==> config.mk <==
export PLATFORM = sky130hd
export DESIGN_NAME = gmo_top
export DESIGN_NICKNAME = d
export VERILOG_FILES = /design/src/pkg/gmo_pkg.sv /design/src/pkg/gmo_xl_if.sv /design/src/design/gmo_depth.sv /design/src/design/gmo_top.sv /design/src/design/gmo_walk.sv
export VERILOG_INCLUDE_DIRS = /design/src /design/src/pkg
export SDC_FILE = /design/constraint.sdc
export NUM_CORES = 1
export LEC_CHECK = 0
export ABC_AREA = 1
export BUFFER_PORTS_ARGS = -buffer_cell sky130_fd_sc_hd__buf_2
export CORE_ASPECT_RATIO = 2
export CORE_MARGIN = 4
export CORE_UTILIZATION = 42
export CTS_BUF_LIST = sky130_fd_sc_hd__clkbuf_4 sky130_fd_sc_hd__clkbuf_8
export DETAILED_ROUTE_END_ITERATION = 12
export MAX_ROUTING_LAYER = met4
export PLACE_DENSITY = 0.63
export SYNTH_ARGS = -nofsm -noshare
export SYNTH_HDL_FRONTEND = slang
export SYNTH_SLANG_ARGS = --single-unit
==> constraint.sdc <==
create_clock -name i_sys_clk -period 4.4 [get_ports i_sys_clk]
set_clock_uncertainty 0.15 [all_clocks]
set_input_delay 0.66 -clock i_sys_clk [delete_from_list [all_inputs] [get_ports i_sys_clk]]
set_output_delay 0.66 -clock i_sys_clk [all_outputs]
set_load 0.005 [all_outputs]
==> src/pkg/gmo_defines.svh <==
// constants for the graphics memory object block
`ifndef GMO_DEFINES_SVH
`define GMO_DEFINES_SVH
// register byte offsets
`define GMO_OFS_GLOBAL_CTL  6'h00
`define GMO_OFS_PPROC_CTL   6'h04
`define GMO_OFS_STATUS_PAGE 6'h08
`define GMO_OFS_RING_START  6'h0c
`define GMO_OFS_RING_LEN    6'h10
`define GMO_OFS_BATCH_START 6'h14
`define GMO_OFS_BATCH_END   6'h18
`define GMO_OFS_DEPTH_CFG   6'h1c
`define GMO_OFS_ERR         6'h20
`define GMO_OFS_STATE       6'h24
`define GMO_OFS_CMD         6'h28
`define GMO_OFS_LAST_PADDR  6'h2c
// alignment masks, ring cap, batch step and status offset
`define GMO_PAGE_MASK       32'h0000_0fff
`define GMO_QWORD_MASK      32'h0000_0007
`define GMO_RING_MAX        32'h0020_0000
`define GMO_QWORD_STEP      32'h0000_0008
`define GMO_HWS_BATCH_OFS   12'h010
// table size codes and aperture widths
`define GMO_SIZE_128K       2'h0
`define GMO_SIZE_256K       2'h1
`define GMO_SIZE_512K       2'h2
`define GMO_SIZE_64K        2'h3
`define GMO_AP_64M          5'h1a
`define GMO_AP_128M         5'h1b
`define GMO_AP_256M         5'h1c
`define GMO_AP_512M         5'h1d
// depth formats
`define GMO_DF_F32_S8_64    2'h0
`define GMO_DF_F32          2'h1
`define GMO_DF_U24_S8       2'h2
`define GMO_DF_U16          2'h3
// error bits
`define GMO_E_GBASE         0
`define GMO_E_PBASE         1
`define GMO_E_RING_ALIGN    2
`define GMO_E_RING_LEN      3
`define GMO_E_BATCH_ALIGN   4
`define GMO_E_HWS_ALIGN     5
`define GMO_E_GSIZE         6
`define GMO_E_NO_DEPTH      7
`define GMO_E_NO_COLOUR     8
`define GMO_E_XLATE         9
`define GMO_ERR_W           10
`endif

==> src/pkg/gmo_pkg.sv <==
// types shared by the graphics memory object block
package gmo_pkg;
  typedef enum logic [1:0] {GMO_W_IDLE, GMO_W_READ, GMO_W_RESP} gmo_walk_t;
  typedef enum logic {GMO_B_IDLE, GMO_B_RUN} gmo_batch_t;
endpackage

==> src/pkg/gmo_xl_if.sv <==
// translation request path between top and table walker
`timescale 1ns/1ps
`default_nettype none
interface gmo_xl_if;
  logic        req;
  logic [31:0] laddr;
  logic [31:0] base;
  logic [4:0]  ap_log2;
  logic        ack;
  logic [31:0] paddr;
  logic        err;
  modport top (output req, laddr, base, ap_log2, input ack, paddr, err);
  modport walk (input req, laddr, base, ap_log2, output ack, paddr, err);
endinterface
`default_nettype wire
==> src/design/gmo_depth.sv <==
// depth buffer word decoder
`timescale 1ns/1ps
`default_nettype none
`include "gmo_defines.svh"
module gmo_depth (
  // clock and reset
  input  wire logic        i_sys_clk,
  input  wire logic        i_resetn,
  // raw word and format
  input  wire logic [1:0]  i_fmt,
  input  wire logic [63:0] i_word,
  // decoded value
  output logic [31:0]      o_depth,
  output logic             o_is_float,
  output logic [7:0]       o_stencil,
  output logic             o_has_stencil
);
  always_ff @(posedge i_sys_clk) begin
    if (!i_resetn) begin
      o_depth       <= 32'h0;
      o_is_float    <= 1'b0;
      o_stencil     <= 8'h0;
      o_has_stencil <= 1'b0;
    end else begin
      o_is_float    <= (i_fmt == `GMO_DF_F32_S8_64) || (i_fmt == `GMO_DF_F32);
      o_has_stencil <= (i_fmt == `GMO_DF_F32_S8_64) || (i_fmt == `GMO_DF_U24_S8);
      unique case (i_fmt)
        `GMO_DF_F32_S8_64: begin
          o_depth   <= i_word[31:0];
          o_stencil <= i_word[63:56];
        end
        `GMO_DF_F32: begin
          o_depth   <= i_word[31:0];
          o_stencil <= 8'h0;
        end
        `GMO_DF_U24_S8: begin
          o_depth   <= {8'h0, i_word[23:0]};
          o_stencil <= i_word[31:24];
        end
        `GMO_DF_U16: begin
          o_depth   <= {16'h0, i_word[15:0]};
          o_stencil <= 8'h0;
        end
      endcase
    end
  end

  d24_split_a: assert property (@(posedge i_sys_clk) disable iff (!i_resetn)
    (i_fmt == `GMO_DF_U24_S8) |=> (o_depth == {8'h0, $past(i_word[23:0])} &&
      o_stencil == $past(i_word[31:24]) && o_has_stencil))
    else $error("packed depth split wrong");
  // stencil from top byte of second word
  d64_split_a: assert property (@(posedge i_sys_clk) disable iff (!i_resetn)
    (i_fmt == `GMO_DF_F32_S8_64) |=> (o_stencil == $past(i_word[63:56]) &&
      o_depth == $past(i_word[31:0]) && o_is_float))
    else $error("64-bit depth split wrong");
endmodule
`default_nettype wire

==> src/design/gmo_top.sv <==
// graphics memory object placement, checking and translation
//
// Notes on behaviour
// - addresses translate through 32-bit entries held in memory tables
// - global table is 128KB, 256KB or 512KB for 128MB to 512MB apertures
// - per-process table may also be 64KB, a 64MB aperture
// - status reports are master writes into an aligned snooped 4KB page
// - ring length is capped at 2MB
// - batch end address names the last word, fetched inclusively
// - batch fetches never snoop the processor cache
// - batch buffers may span up to 4GB
// - 64-bit depth: float depth low word, stencil top byte of high word
// - 32-bit depth-stencil: 24-bit depth low, stencil high byte
// - float32 and unorm16 depth-only formats carry no stencil
// - colour buffer always required for o_pipe_ok, but flagged missing only with depth or stencil tests; depth buffer needed for depth tests
`timescale 1ns/1ps
`default_nettype none
`include "gmo_defines.svh"
module gmo_top import gmo_pkg::*; (
  // clock and reset
  input  wire logic        i_sys_clk,
  input  wire logic        i_resetn,
  // avalon-mm register slave
  input  wire logic [5:0]  i_avs_address,
  input  wire logic        i_avs_read,
  input  wire logic        i_avs_write,
  input  wire logic [31:0] i_avs_writedata,
  input  wire logic [3:0]  i_avs_byteenable,
  output logic [31:0]      o_avs_readdata,
  output logic             o_avs_waitrequest,
  // translation requests from memory clients
  input  wire logic        i_xl_req,
  input  wire logic [31:0] i_xl_laddr,
  output logic             o_xl_ack,
  output logic [31:0]      o_xl_paddr,
  output logic             o_xl_err,
  // table entry fetch, never snooped
  output logic             o_pte_rd,
  output logic [31:0]      o_pte_addr,
  output logic             o_pte_snoop,
  input  wire logic        i_pte_wait,
  input  wire logic [31:0] i_pte_rdata,
  // batch buffer fetch
  output logic             o_batch_valid,
  output logic [31:0]      o_batch_addr,
  output logic             o_batch_snoop,
  input  wire logic        i_batch_ready,
  // status page master write
  output logic             o_hws_wr,
  output logic [31:0]      o_hws_addr,
  output logic [31:0]      o_hws_data,
  output logic             o_hws_snoop,
  input  wire logic        i_hws_wait,
  // depth buffer word decode
  input  wire logic [63:0] i_depth_word,
  output logic [31:0]      o_depth,
  output logic             o_depth_is_float,
  output logic [7:0]       o_stencil,
  output logic             o_has_stencil,
  // pipeline buffer state
  output logic             o_pipe_ok
);
  // ==========================================================
  // bus access
  // ==========================================================
  logic        ack_reg;
  logic        req;
  logic        wr_take;
  logic [31:0] wmerge;
  logic [31:0] global_ctl_reg;
  logic [31:0] pproc_ctl_reg;
  logic [31:0] status_page_reg;
  logic [31:0] ring_start_reg;
  logic [31:0] ring_len_reg;
  logic [31:0] batch_start_reg;
  logic [31:0] batch_end_reg;
  logic [31:0] depth_cfg_reg;
  logic [`GMO_ERR_W-1:0] err_reg;
  logic [`GMO_ERR_W-1:0] err_set;
  logic [`GMO_ERR_W-1:0] err_clr;
  logic [31:0] last_paddr_reg;
  logic [31:0] rd_mux;
  logic [31:0] old_word;

  // one wait cycle per access keeps read data registered
  assign req               = i_avs_read | i_avs_write;
  assign o_avs_waitrequest = req & ~ack_reg;
  assign wr_take           = i_avs_write & ack_reg;

  always_ff @(posedge i_sys_clk) begin
    if (!i_resetn) begin
      ack_reg <= 1'b0;
    end else begin
      ack_reg <= req & ~ack_reg;
    end
  end

  always_comb begin
    unique case (i_avs_address)
      `GMO_OFS_GLOBAL_CTL:  old_word = global_ctl_reg;
      `GMO_OFS_PPROC_CTL:   old_word = pproc_ctl_reg;
      `GMO_OFS_STATUS_PAGE: old_word = status_page_reg;
      `GMO_OFS_RING_START:  old_word = ring_start_reg;
      `GMO_OFS_RING_LEN:    old_word = ring_len_reg;
      `GMO_OFS_BATCH_START: old_word = batch_start_reg;
      `GMO_OFS_BATCH_END:   old_word = batch_end_reg;
      `GMO_OFS_DEPTH_CFG:   old_word = depth_cfg_reg;
      default:              old_word = 32'h0;
    endcase
  end

  always_comb begin
    for (int b = 0; b < 4; b++) begin
      wmerge[8*b +: 8] = i_avs_byteenable[b] ? i_avs_writedata[8*b +: 8]
                                             : old_word[8*b +: 8];
    end
  end

  // ==========================================================
  // configuration registers
  // ==========================================================
  always_ff @(posedge i_sys_clk) begin
    if (!i_resetn) begin
      global_ctl_reg  <= 32'h0;
      pproc_ctl_reg   <= 32'h0;
      status_page_reg <= 32'h0;
      ring_start_reg  <= 32'h0;
      ring_len_reg    <= 32'h0;
      batch_start_reg <= 32'h0;
      batch_end_reg   <= 32'h0;
      depth_cfg_reg   <= 32'h0;
    end else if (wr_take) begin
      unique case (i_avs_address)
        // low base bits are not kept
        `GMO_OFS_GLOBAL_CTL:  global_ctl_reg  <= wmerge & 32'hffff_f007;
        `GMO_OFS_PPROC_CTL:   pproc_ctl_reg   <= wmerge & 32'hffff_f007;
        `GMO_OFS_STATUS_PAGE: status_page_reg <= wmerge & ~`GMO_PAGE_MASK;
        `GMO_OFS_RING_START:  ring_start_reg  <= wmerge & ~`GMO_PAGE_MASK;
        // ring length saturates at the cap
        `GMO_OFS_RING_LEN:
          ring_len_reg <= (wmerge > `GMO_RING_MAX) ? `GMO_RING_MAX : wmerge;
        `GMO_OFS_BATCH_START: batch_start_reg <= wmerge & ~`GMO_QWORD_MASK;
        `GMO_OFS_BATCH_END:   batch_end_reg   <= wmerge & ~`GMO_QWORD_MASK;
        `GMO_OFS_DEPTH_CFG:   depth_cfg_reg   <= wmerge & 32'h0000_003f;
        default: ;
      endcase
    end
  end

  // ==========================================================
  // configuration and translation error flags
  // ==========================================================
  always_comb begin
    err_set = '0;
    err_clr = '0;
    if (wr_take) begin
      unique case (i_avs_address)
        `GMO_OFS_GLOBAL_CTL: begin
          err_set[`GMO_E_GBASE] = (wmerge[11:3] != 9'h0);
          err_set[`GMO_E_GSIZE] = (wmerge[2:1] == `GMO_SIZE_64K);
        end
        `GMO_OFS_PPROC_CTL:
          err_set[`GMO_E_PBASE] = (wmerge[11:3] != 9'h0);
        `GMO_OFS_STATUS_PAGE:
          err_set[`GMO_E_HWS_ALIGN] = ((wmerge & `GMO_PAGE_MASK) != 32'h0);
        `GMO_OFS_RING_START:
          err_set[`GMO_E_RING_ALIGN] = ((wmerge & `GMO_PAGE_MASK) != 32'h0);
        `GMO_OFS_RING_LEN:
          err_set[`GMO_E_RING_LEN] = (wmerge > `GMO_RING_MAX);
        `GMO_OFS_BATCH_START, `GMO_OFS_BATCH_END:
          err_set[`GMO_E_BATCH_ALIGN] = ((wmerge & `GMO_QWORD_MASK) != 32'h0);
        `GMO_OFS_ERR: err_clr = wmerge[`GMO_ERR_W-1:0];
        default: ;
      endcase
    end
    // depth or stencil test needs a depth buffer and a colour one
    err_set[`GMO_E_NO_DEPTH]  = (depth_cfg_reg[2] | depth_cfg_reg[3]) &
                                ~depth_cfg_reg[4];
    err_set[`GMO_E_NO_COLOUR] = ~depth_cfg_reg[5] &
                                (depth_cfg_reg[2] | depth_cfg_reg[3]);
    err_set[`GMO_E_XLATE]     = o_xl_ack & o_xl_err;
  end

  // write-one-to-clear; a new event in the same cycle survives the clear
  always_ff @(posedge i_sys_clk) begin
    if (!i_resetn) begin
      err_reg <= '0;
    end else begin
      err_reg <= (err_reg & ~err_clr) | err_set;
    end
  end

  assign o_pipe_ok = depth_cfg_reg[5] &
                     ~(depth_cfg_reg[2] | depth_cfg_reg[3]) | depth_cfg_reg[4]
                     & depth_cfg_reg[5];

  // ==========================================================
  // translation through the selected table
  // ==========================================================
  gmo_xl_if xl ();
  logic       use_pp;
  logic [1:0] size_code;

  // per-process table wins when enabled, sized by its own control
  assign use_pp    = pproc_ctl_reg[0];
  assign size_code = use_pp ? pproc_ctl_reg[2:1] : global_ctl_reg[2:1];
  assign xl.req    = i_xl_req;
  assign xl.laddr  = i_xl_laddr;
  assign xl.base   = use_pp ? pproc_ctl_reg : global_ctl_reg;

  always_comb begin
    unique case (size_code)
      `GMO_SIZE_128K: xl.ap_log2 = `GMO_AP_128M;
      `GMO_SIZE_256K: xl.ap_log2 = `GMO_AP_256M;
      `GMO_SIZE_512K: xl.ap_log2 = `GMO_AP_512M;
      `GMO_SIZE_64K:  xl.ap_log2 = use_pp ? `GMO_AP_64M : `GMO_AP_128M;
    endcase
  end

  assign o_xl_ack    = xl.ack;
  assign o_xl_paddr  = xl.paddr;
  assign o_xl_err    = xl.err;
  assign o_pte_snoop = 1'b0;

  gmo_walk u_walk (
    .i_sys_clk   (i_sys_clk),
    .i_resetn    (i_resetn),
    .xl          (xl),
    .o_pte_rd    (o_pte_rd),
    .o_pte_addr  (o_pte_addr),
    .i_pte_wait  (i_pte_wait),
    .i_pte_rdata (i_pte_rdata)
  );

  always_ff @(posedge i_sys_clk) begin
    if (!i_resetn) begin
      last_paddr_reg <= 32'h0;
    end else if (xl.ack && !xl.err) begin
      last_paddr_reg <= xl.paddr;
    end
  end

  // ==========================================================
  // batch fetch and status report
  // ==========================================================
  gmo_batch_t batch_state_reg;
  logic       batch_go;
  logic       batch_last;

  assign batch_go   = wr_take && (i_avs_address == `GMO_OFS_CMD) &&
                      i_avs_writedata[0] && (batch_state_reg == GMO_B_IDLE);
  assign batch_last = (o_batch_addr == batch_end_reg);
  assign o_batch_valid = (batch_state_reg == GMO_B_RUN);
  // batch data is treated as main memory
  assign o_batch_snoop = 1'b0;

  // walk whole words up to and including the end word
  always_ff @(posedge i_sys_clk) begin
    if (!i_resetn) begin
      batch_state_reg <= GMO_B_IDLE;
      o_batch_addr    <= 32'h0;
    end else begin
      unique case (batch_state_reg)
        GMO_B_IDLE: if (batch_go) begin
          o_batch_addr    <= batch_start_reg;
          batch_state_reg <= GMO_B_RUN;
        end
        GMO_B_RUN: if (i_batch_ready) begin
          if (batch_last) begin
            batch_state_reg <= GMO_B_IDLE;
          end else begin
            o_batch_addr <= o_batch_addr + `GMO_QWORD_STEP;
          end
        end
      endcase
    end
  end

  // completion reported into the snooped status page
  assign o_hws_snoop = 1'b1;
  always_ff @(posedge i_sys_clk) begin
    if (!i_resetn) begin
      o_hws_wr   <= 1'b0;
      o_hws_addr <= 32'h0;
      o_hws_data <= 32'h0;
    end else if (o_batch_valid && i_batch_ready && batch_last) begin
      o_hws_wr   <= 1'b1;
      o_hws_addr <= {status_page_reg[31:12], `GMO_HWS_BATCH_OFS};
      o_hws_data <= batch_end_reg;
    end else if (!i_hws_wait) begin
      o_hws_wr <= 1'b0;
    end
  end

  // ==========================================================
  // depth decode
  // ==========================================================
  gmo_depth u_depth (
    .i_sys_clk     (i_sys_clk),
    .i_resetn      (i_resetn),
    .i_fmt         (depth_cfg_reg[1:0]),
    .i_word        (i_depth_word),
    .o_depth       (o_depth),
    .o_is_float    (o_depth_is_float),
    .o_stencil     (o_stencil),
    .o_has_stencil (o_has_stencil)
  );

  // ==========================================================
  // read back
  // ==========================================================
  always_comb begin
    unique case (i_avs_address)
      `GMO_OFS_ERR:        rd_mux = {{(32-`GMO_ERR_W){1'b0}}, err_reg};
      `GMO_OFS_STATE:      rd_mux = {29'h0, o_hws_wr, ~xl.ack & o_pte_rd,
                                     o_batch_valid};
      `GMO_OFS_LAST_PADDR: rd_mux = last_paddr_reg;
      default:             rd_mux = old_word;
    endcase
  end

  always_ff @(posedge i_sys_clk) begin
    if (!i_resetn) begin
      o_avs_readdata <= 32'h0;
    end else if (i_avs_read && !ack_reg) begin
      o_avs_readdata <= rd_mux;
    end
  end

  // ==========================================================
  // checks
  // ==========================================================
  ring_len_cap_a: assert property (@(posedge i_sys_clk) disable iff (!i_resetn)
    ring_len_reg <= `GMO_RING_MAX)
    else $error("ring length above cap");
  ring_err_a: assert property (@(posedge i_sys_clk) disable iff (!i_resetn)
    (wr_take && i_avs_address == `GMO_OFS_RING_START &&
     (wmerge & `GMO_PAGE_MASK) != 32'h0) |=> err_reg[`GMO_E_RING_ALIGN])
    else $error("ring misalignment not flagged");
  batch_stop_a: assert property (@(posedge i_sys_clk) disable iff (!i_resetn)
    (o_batch_valid && i_batch_ready && batch_last) |=> !o_batch_valid)
    else $error("batch fetch ran past end word");
  batch_step_a: assert property (@(posedge i_sys_clk) disable iff (!i_resetn)
    (o_batch_valid && i_batch_ready && !batch_last) |=>
      (o_batch_valid && o_batch_addr == $past(o_batch_addr) + `GMO_QWORD_STEP))
    else $error("batch address step wrong");
  hws_page_a: assert property (@(posedge i_sys_clk) disable iff (!i_resetn)
    $rose(o_hws_wr) |-> (o_hws_addr[11:0] == `GMO_HWS_BATCH_OFS &&
      o_hws_addr[31:12] == status_page_reg[31:12] && o_hws_snoop))
    else $error("status write outside page");
  depth_guard_a: assert property (@(posedge i_sys_clk) disable iff (!i_resetn)
    (depth_cfg_reg[2] && !depth_cfg_reg[4]) |=> err_reg[`GMO_E_NO_DEPTH])
    else $error("depth test without buffer not flagged");
  bus_wait_a: assert property (@(posedge i_sys_clk) disable iff (!i_resetn)
    (req && !ack_reg) |-> o_avs_waitrequest ##1 (req -> !o_avs_waitrequest))
    else $error("waitrequest timing wrong");
  xlate_range_a: assert property (@(posedge i_sys_clk) disable iff (!i_resetn)
    (i_xl_req && !o_pte_rd && !o_xl_ack &&
     (i_xl_laddr >> xl.ap_log2) != 32'h0) |=> (o_xl_ack && o_xl_err))
    else $error("out-of-aperture address not refused");
endmodule
`default_nettype wire

==> src/design/gmo_walk.sv <==
// page translation entry walker
`timescale 1ns/1ps
`default_nettype none
`include "gmo_defines.svh"
module gmo_walk import gmo_pkg::*; (
  // clock and reset
  input  wire logic        i_sys_clk,
  input  wire logic        i_resetn,
  // request path
  gmo_xl_if.walk           xl,
  // entry fetch from non-snooped memory
  output logic             o_pte_rd,
  output logic [31:0]      o_pte_addr,
  input  wire logic        i_pte_wait,
  input  wire logic [31:0] i_pte_rdata
);
  gmo_walk_t   state_reg;
  logic [31:0] paddr_reg;
  logic        err_reg;
  logic        range_bad;

  assign range_bad = (xl.laddr >> xl.ap_log2) != 32'h0;
  assign o_pte_rd  = (state_reg == GMO_W_READ);
  assign xl.ack    = (state_reg == GMO_W_RESP);
  assign xl.paddr  = paddr_reg;
  assign xl.err    = err_reg;

  always_ff @(posedge i_sys_clk) begin
    if (!i_resetn) begin
      state_reg  <= GMO_W_IDLE;
      o_pte_addr <= 32'h0;
      paddr_reg  <= 32'h0;
      err_reg    <= 1'b0;
    end else begin
      unique case (state_reg)
        GMO_W_IDLE: if (xl.req) begin
          err_reg <= range_bad;
          o_pte_addr <= (xl.base & ~`GMO_PAGE_MASK) +
                        {10'h0, xl.laddr[31:12], 2'b00};
          state_reg <= range_bad ? GMO_W_RESP : GMO_W_READ;
        end
        GMO_W_READ: if (!i_pte_wait) begin
          // frame plus offset; bit 0 marks a valid entry
          paddr_reg <= {i_pte_rdata[31:12], xl.laddr[11:0]};
          err_reg   <= ~i_pte_rdata[0];
          state_reg <= GMO_W_RESP;
        end
        GMO_W_RESP: state_reg <= GMO_W_IDLE;
      endcase
    end
  end

  compose_a: assert property (@(posedge i_sys_clk) disable iff (!i_resetn)
    (o_pte_rd && !i_pte_wait && i_pte_rdata[0]) |=>
      (xl.ack && xl.paddr[11:0] == $past(xl.laddr[11:0]) &&
       xl.paddr[31:12] == $past(i_pte_rdata[31:12])))
    else $error("translated address wrong");
endmodule
`default_nettype wire

==> flow_summary.toml <==
[status]
status = "completed"

[logic_synthesis]
ys_top_cells_by_area = "dfxtp_1 (44%), o21ai_0 (10%), nand2_1 (9.0%)"
synth-main-ff-cell = "dfxtp_1"
ys_warn_count = 0
synth.avg_cell_area_um2 = 7.14
post-synth-top-count-cell = "nand2_1"
synth_common_cells = "nand2_1 (483), dfxtp_1 (445), o21ai_0 (402), nor2_1 (356), a21oi_1 (264)"
async_flop_share = 0
yosys.cell_types.count = 46
ys_ff_latch = 445
syn_area_um2 = 20100
syn_inst = 2814
ys_seq_area_frac = 0.443
synth_area_leader_cell = "dfxtp_1"
synth_top_area_frac = 0.443
synth-edff-count = 0

[detailed_routing]
drc_errors = 0
first_iter_violations = 1624
totalWireLength_um = 75800
first_pass_iters = 5
vias = 20236
vias_per_cell = 5.28
final_antenna_net_count = 0
routedWlPerCell_um = 19.8

[placement]
globalplace.congestion = 0.958
placed_area_um2 = 22500
numPortBuffers = 364
hpwl_um = 56400

[timing]
fin_crit_ns = 3.47
worstMarginPinSlew_ns = 1.14
grt_setup_unrepaired = "false"
clock.fmax_ghz = 0.288
slew_violations = 0
whs_ns = 0.0590
setup_tns_ns = 0
hold_violations = 0
setup_viol = 0
max-slew-margin-rel = 0.240
finalCritPeriodShare = 0.790

[critical_path]
worstPathRequired_ns = 4.78
r2r-end = "u_walk.o_pte_addr[29]"
arrival_ns = 3.86
cp-end-kind = "flop"
reg2regPathDepth = 16
worst-setup-path-type = "reg2reg"
startpoint_type = "flop"
r2r_slack_ns = 0.93
worst-path-max-fanout = 25
r2r_start = "pproc_ctl_reg[0]"

[grt]
grt_pass1_wl_um = 114000
grt_pass1_vias = 19628
grt_max_degree = 162
grt-ovfl-total = 0
antenna_found_initial = 6
grtUsageTotal = 0.292

[clocking]
cts.repair.resized = 0
cts_num_sinks = 445
ctsHoldBuffers = 0
cts_buffer_depth = 3
path_clk_slew_ns = 0.06
cts_tree = "yes"
clock_latency_ns = 0.64
cts_buffers = 69
cts.htree.levels = 3
cts_root_buffer = "clkbuf_8"
cts_setup_buffers = 0

[final_layout]
multiInputGateArea_um2 = 9410
seqCellArea_um2 = 8910
area_growth_pct = 19.1
final_area_um2 = 23900
nets = 3345
drive_gt1_frac = 0.204
fillers = 4872

[floorplan]
start_util = 0.424
fp.coreArea_um2 = 47400
die_h_um = 317
num_rows = 113
dieArea_um2 = 51600
ios = 422
fp.dieW_um = 163

[pwr]
p_leak_uw = 0.0112
vdd_drop_max_uv = 250
p_per_area_nw_per_um2 = 376

[worst_hold_path]
hold_path_class = "in2reg"
hold_end = "u_depth.o_depth[0]"
min_path_cells = 3
hold_start = "i_depth_word[0]"

[job]
max-cap-violations = 0
where the power goes:
group          internal, uW  switching [uW]
Sequential             4230            99.8
Combinational           345             621
Clock                  2010            1700
layout make-up:
cell class / instances / area share
sequential: 445 / 0.372
multi-input combinational: 1939 / 0.393
clock inverter: 13 / 0.00533
clock buffer: 105 / 0.0546
inverter: 263 / 0.0413
timing repair buffer: 431 / 0.0996
antenna: 5 / 0.000523
tap: 632 / 0.0330
cell usage in the layout, fill, tap and decap left out, types with 15 or more instances in the layout:
cell / instances
a21oi_1: 264
buf_2: 363
buf_4: 63
clkbuf_4: 22
clkbuf_8: 84
conb_1: 22
dfxtp_1: 445
ha_1: 17
inv_1: 254
nand2_1: 483
nand2_2: 15
nand3_1: 110
nand4_1: 40
nor2_1: 348
nor2_2: 33
nor3_1: 19
o211ai_1: 17
o21ai_0: 402
o221ai_1: 22
or2_2: 38
xnor2_1: 22
xor2_1: 20
worst max-delay path by stage:
stage | start | end | slack (ns)
floorplan | pproc_ctl_reg[0] | u_walk.o_pte_addr[28] | 1.19
global placement | i_avs_address[5] | ring_len_reg[20] | 0.90
detailed placement | i_avs_address[5] | ring_len_reg[15] | 0.88
CTS | pproc_ctl_reg[0] | u_walk.o_pte_addr[31] | 0.87
global route | pproc_ctl_reg[0] | u_walk.o_pte_addr[31] | 0.58
finish | pproc_ctl_reg[0] | u_walk.o_pte_addr[29] | 0.93
metal layers:
layer / GRT usage / up-vias / wire length, um
met1: 0.310 / 9362 / 27000
met2: 0.523 / 832 / 39700
li1: - / 9847 / -
met5: - / - / 0
met3: 0.0418 / 195 / 4820
met4: 0.152 / 0 / 4270
worst max-delay path, cell delays in order (launching register included):
cell and delay (ns):
dfxtp_1 0.31, buf_4 0.23, o21ai_0 0.44, inv_1 0.10
ha_1 0.29, nand3_1 0.07, nand2_1 0.10, a21oi_1 0.11
o21ai_0 0.40, nand2_1 0.09, nand2_1 0.21, nand2_1 0.08
nor2_1 0.24, a21oi_1 0.10, nand3b_1 0.26, nand2_1 0.14
inv_1 0.04
stage by stage:
step,setup slack (ns),total power (uW),cells,util
after floorplan,1.19,4960,2834,-
after global placement,0.901,5370,3710,0.475
after detailed placement,0.879,5390,3710,0.475
after CTS,0.866,9110,3828,0.505
after global routing,0.582,9400,3833,0.505
final,0.926,9010,3833,0.505
cell families (layout without fill, tap and decap cells):
logic type      count (synthesis)  after routing  synth area share
compound gates                748            748             0.197
xor+xnor                       42             42            0.0183
fa+ha+maj                      18             18            0.0116
buf+inv                       450            812            0.0939
flops                         445            445             0.443
mux                             3              3           0.00149
other cells                     2             27          0.000374
simple gates                 1106           1106             0.234
(Power assumes the default switching activity.)
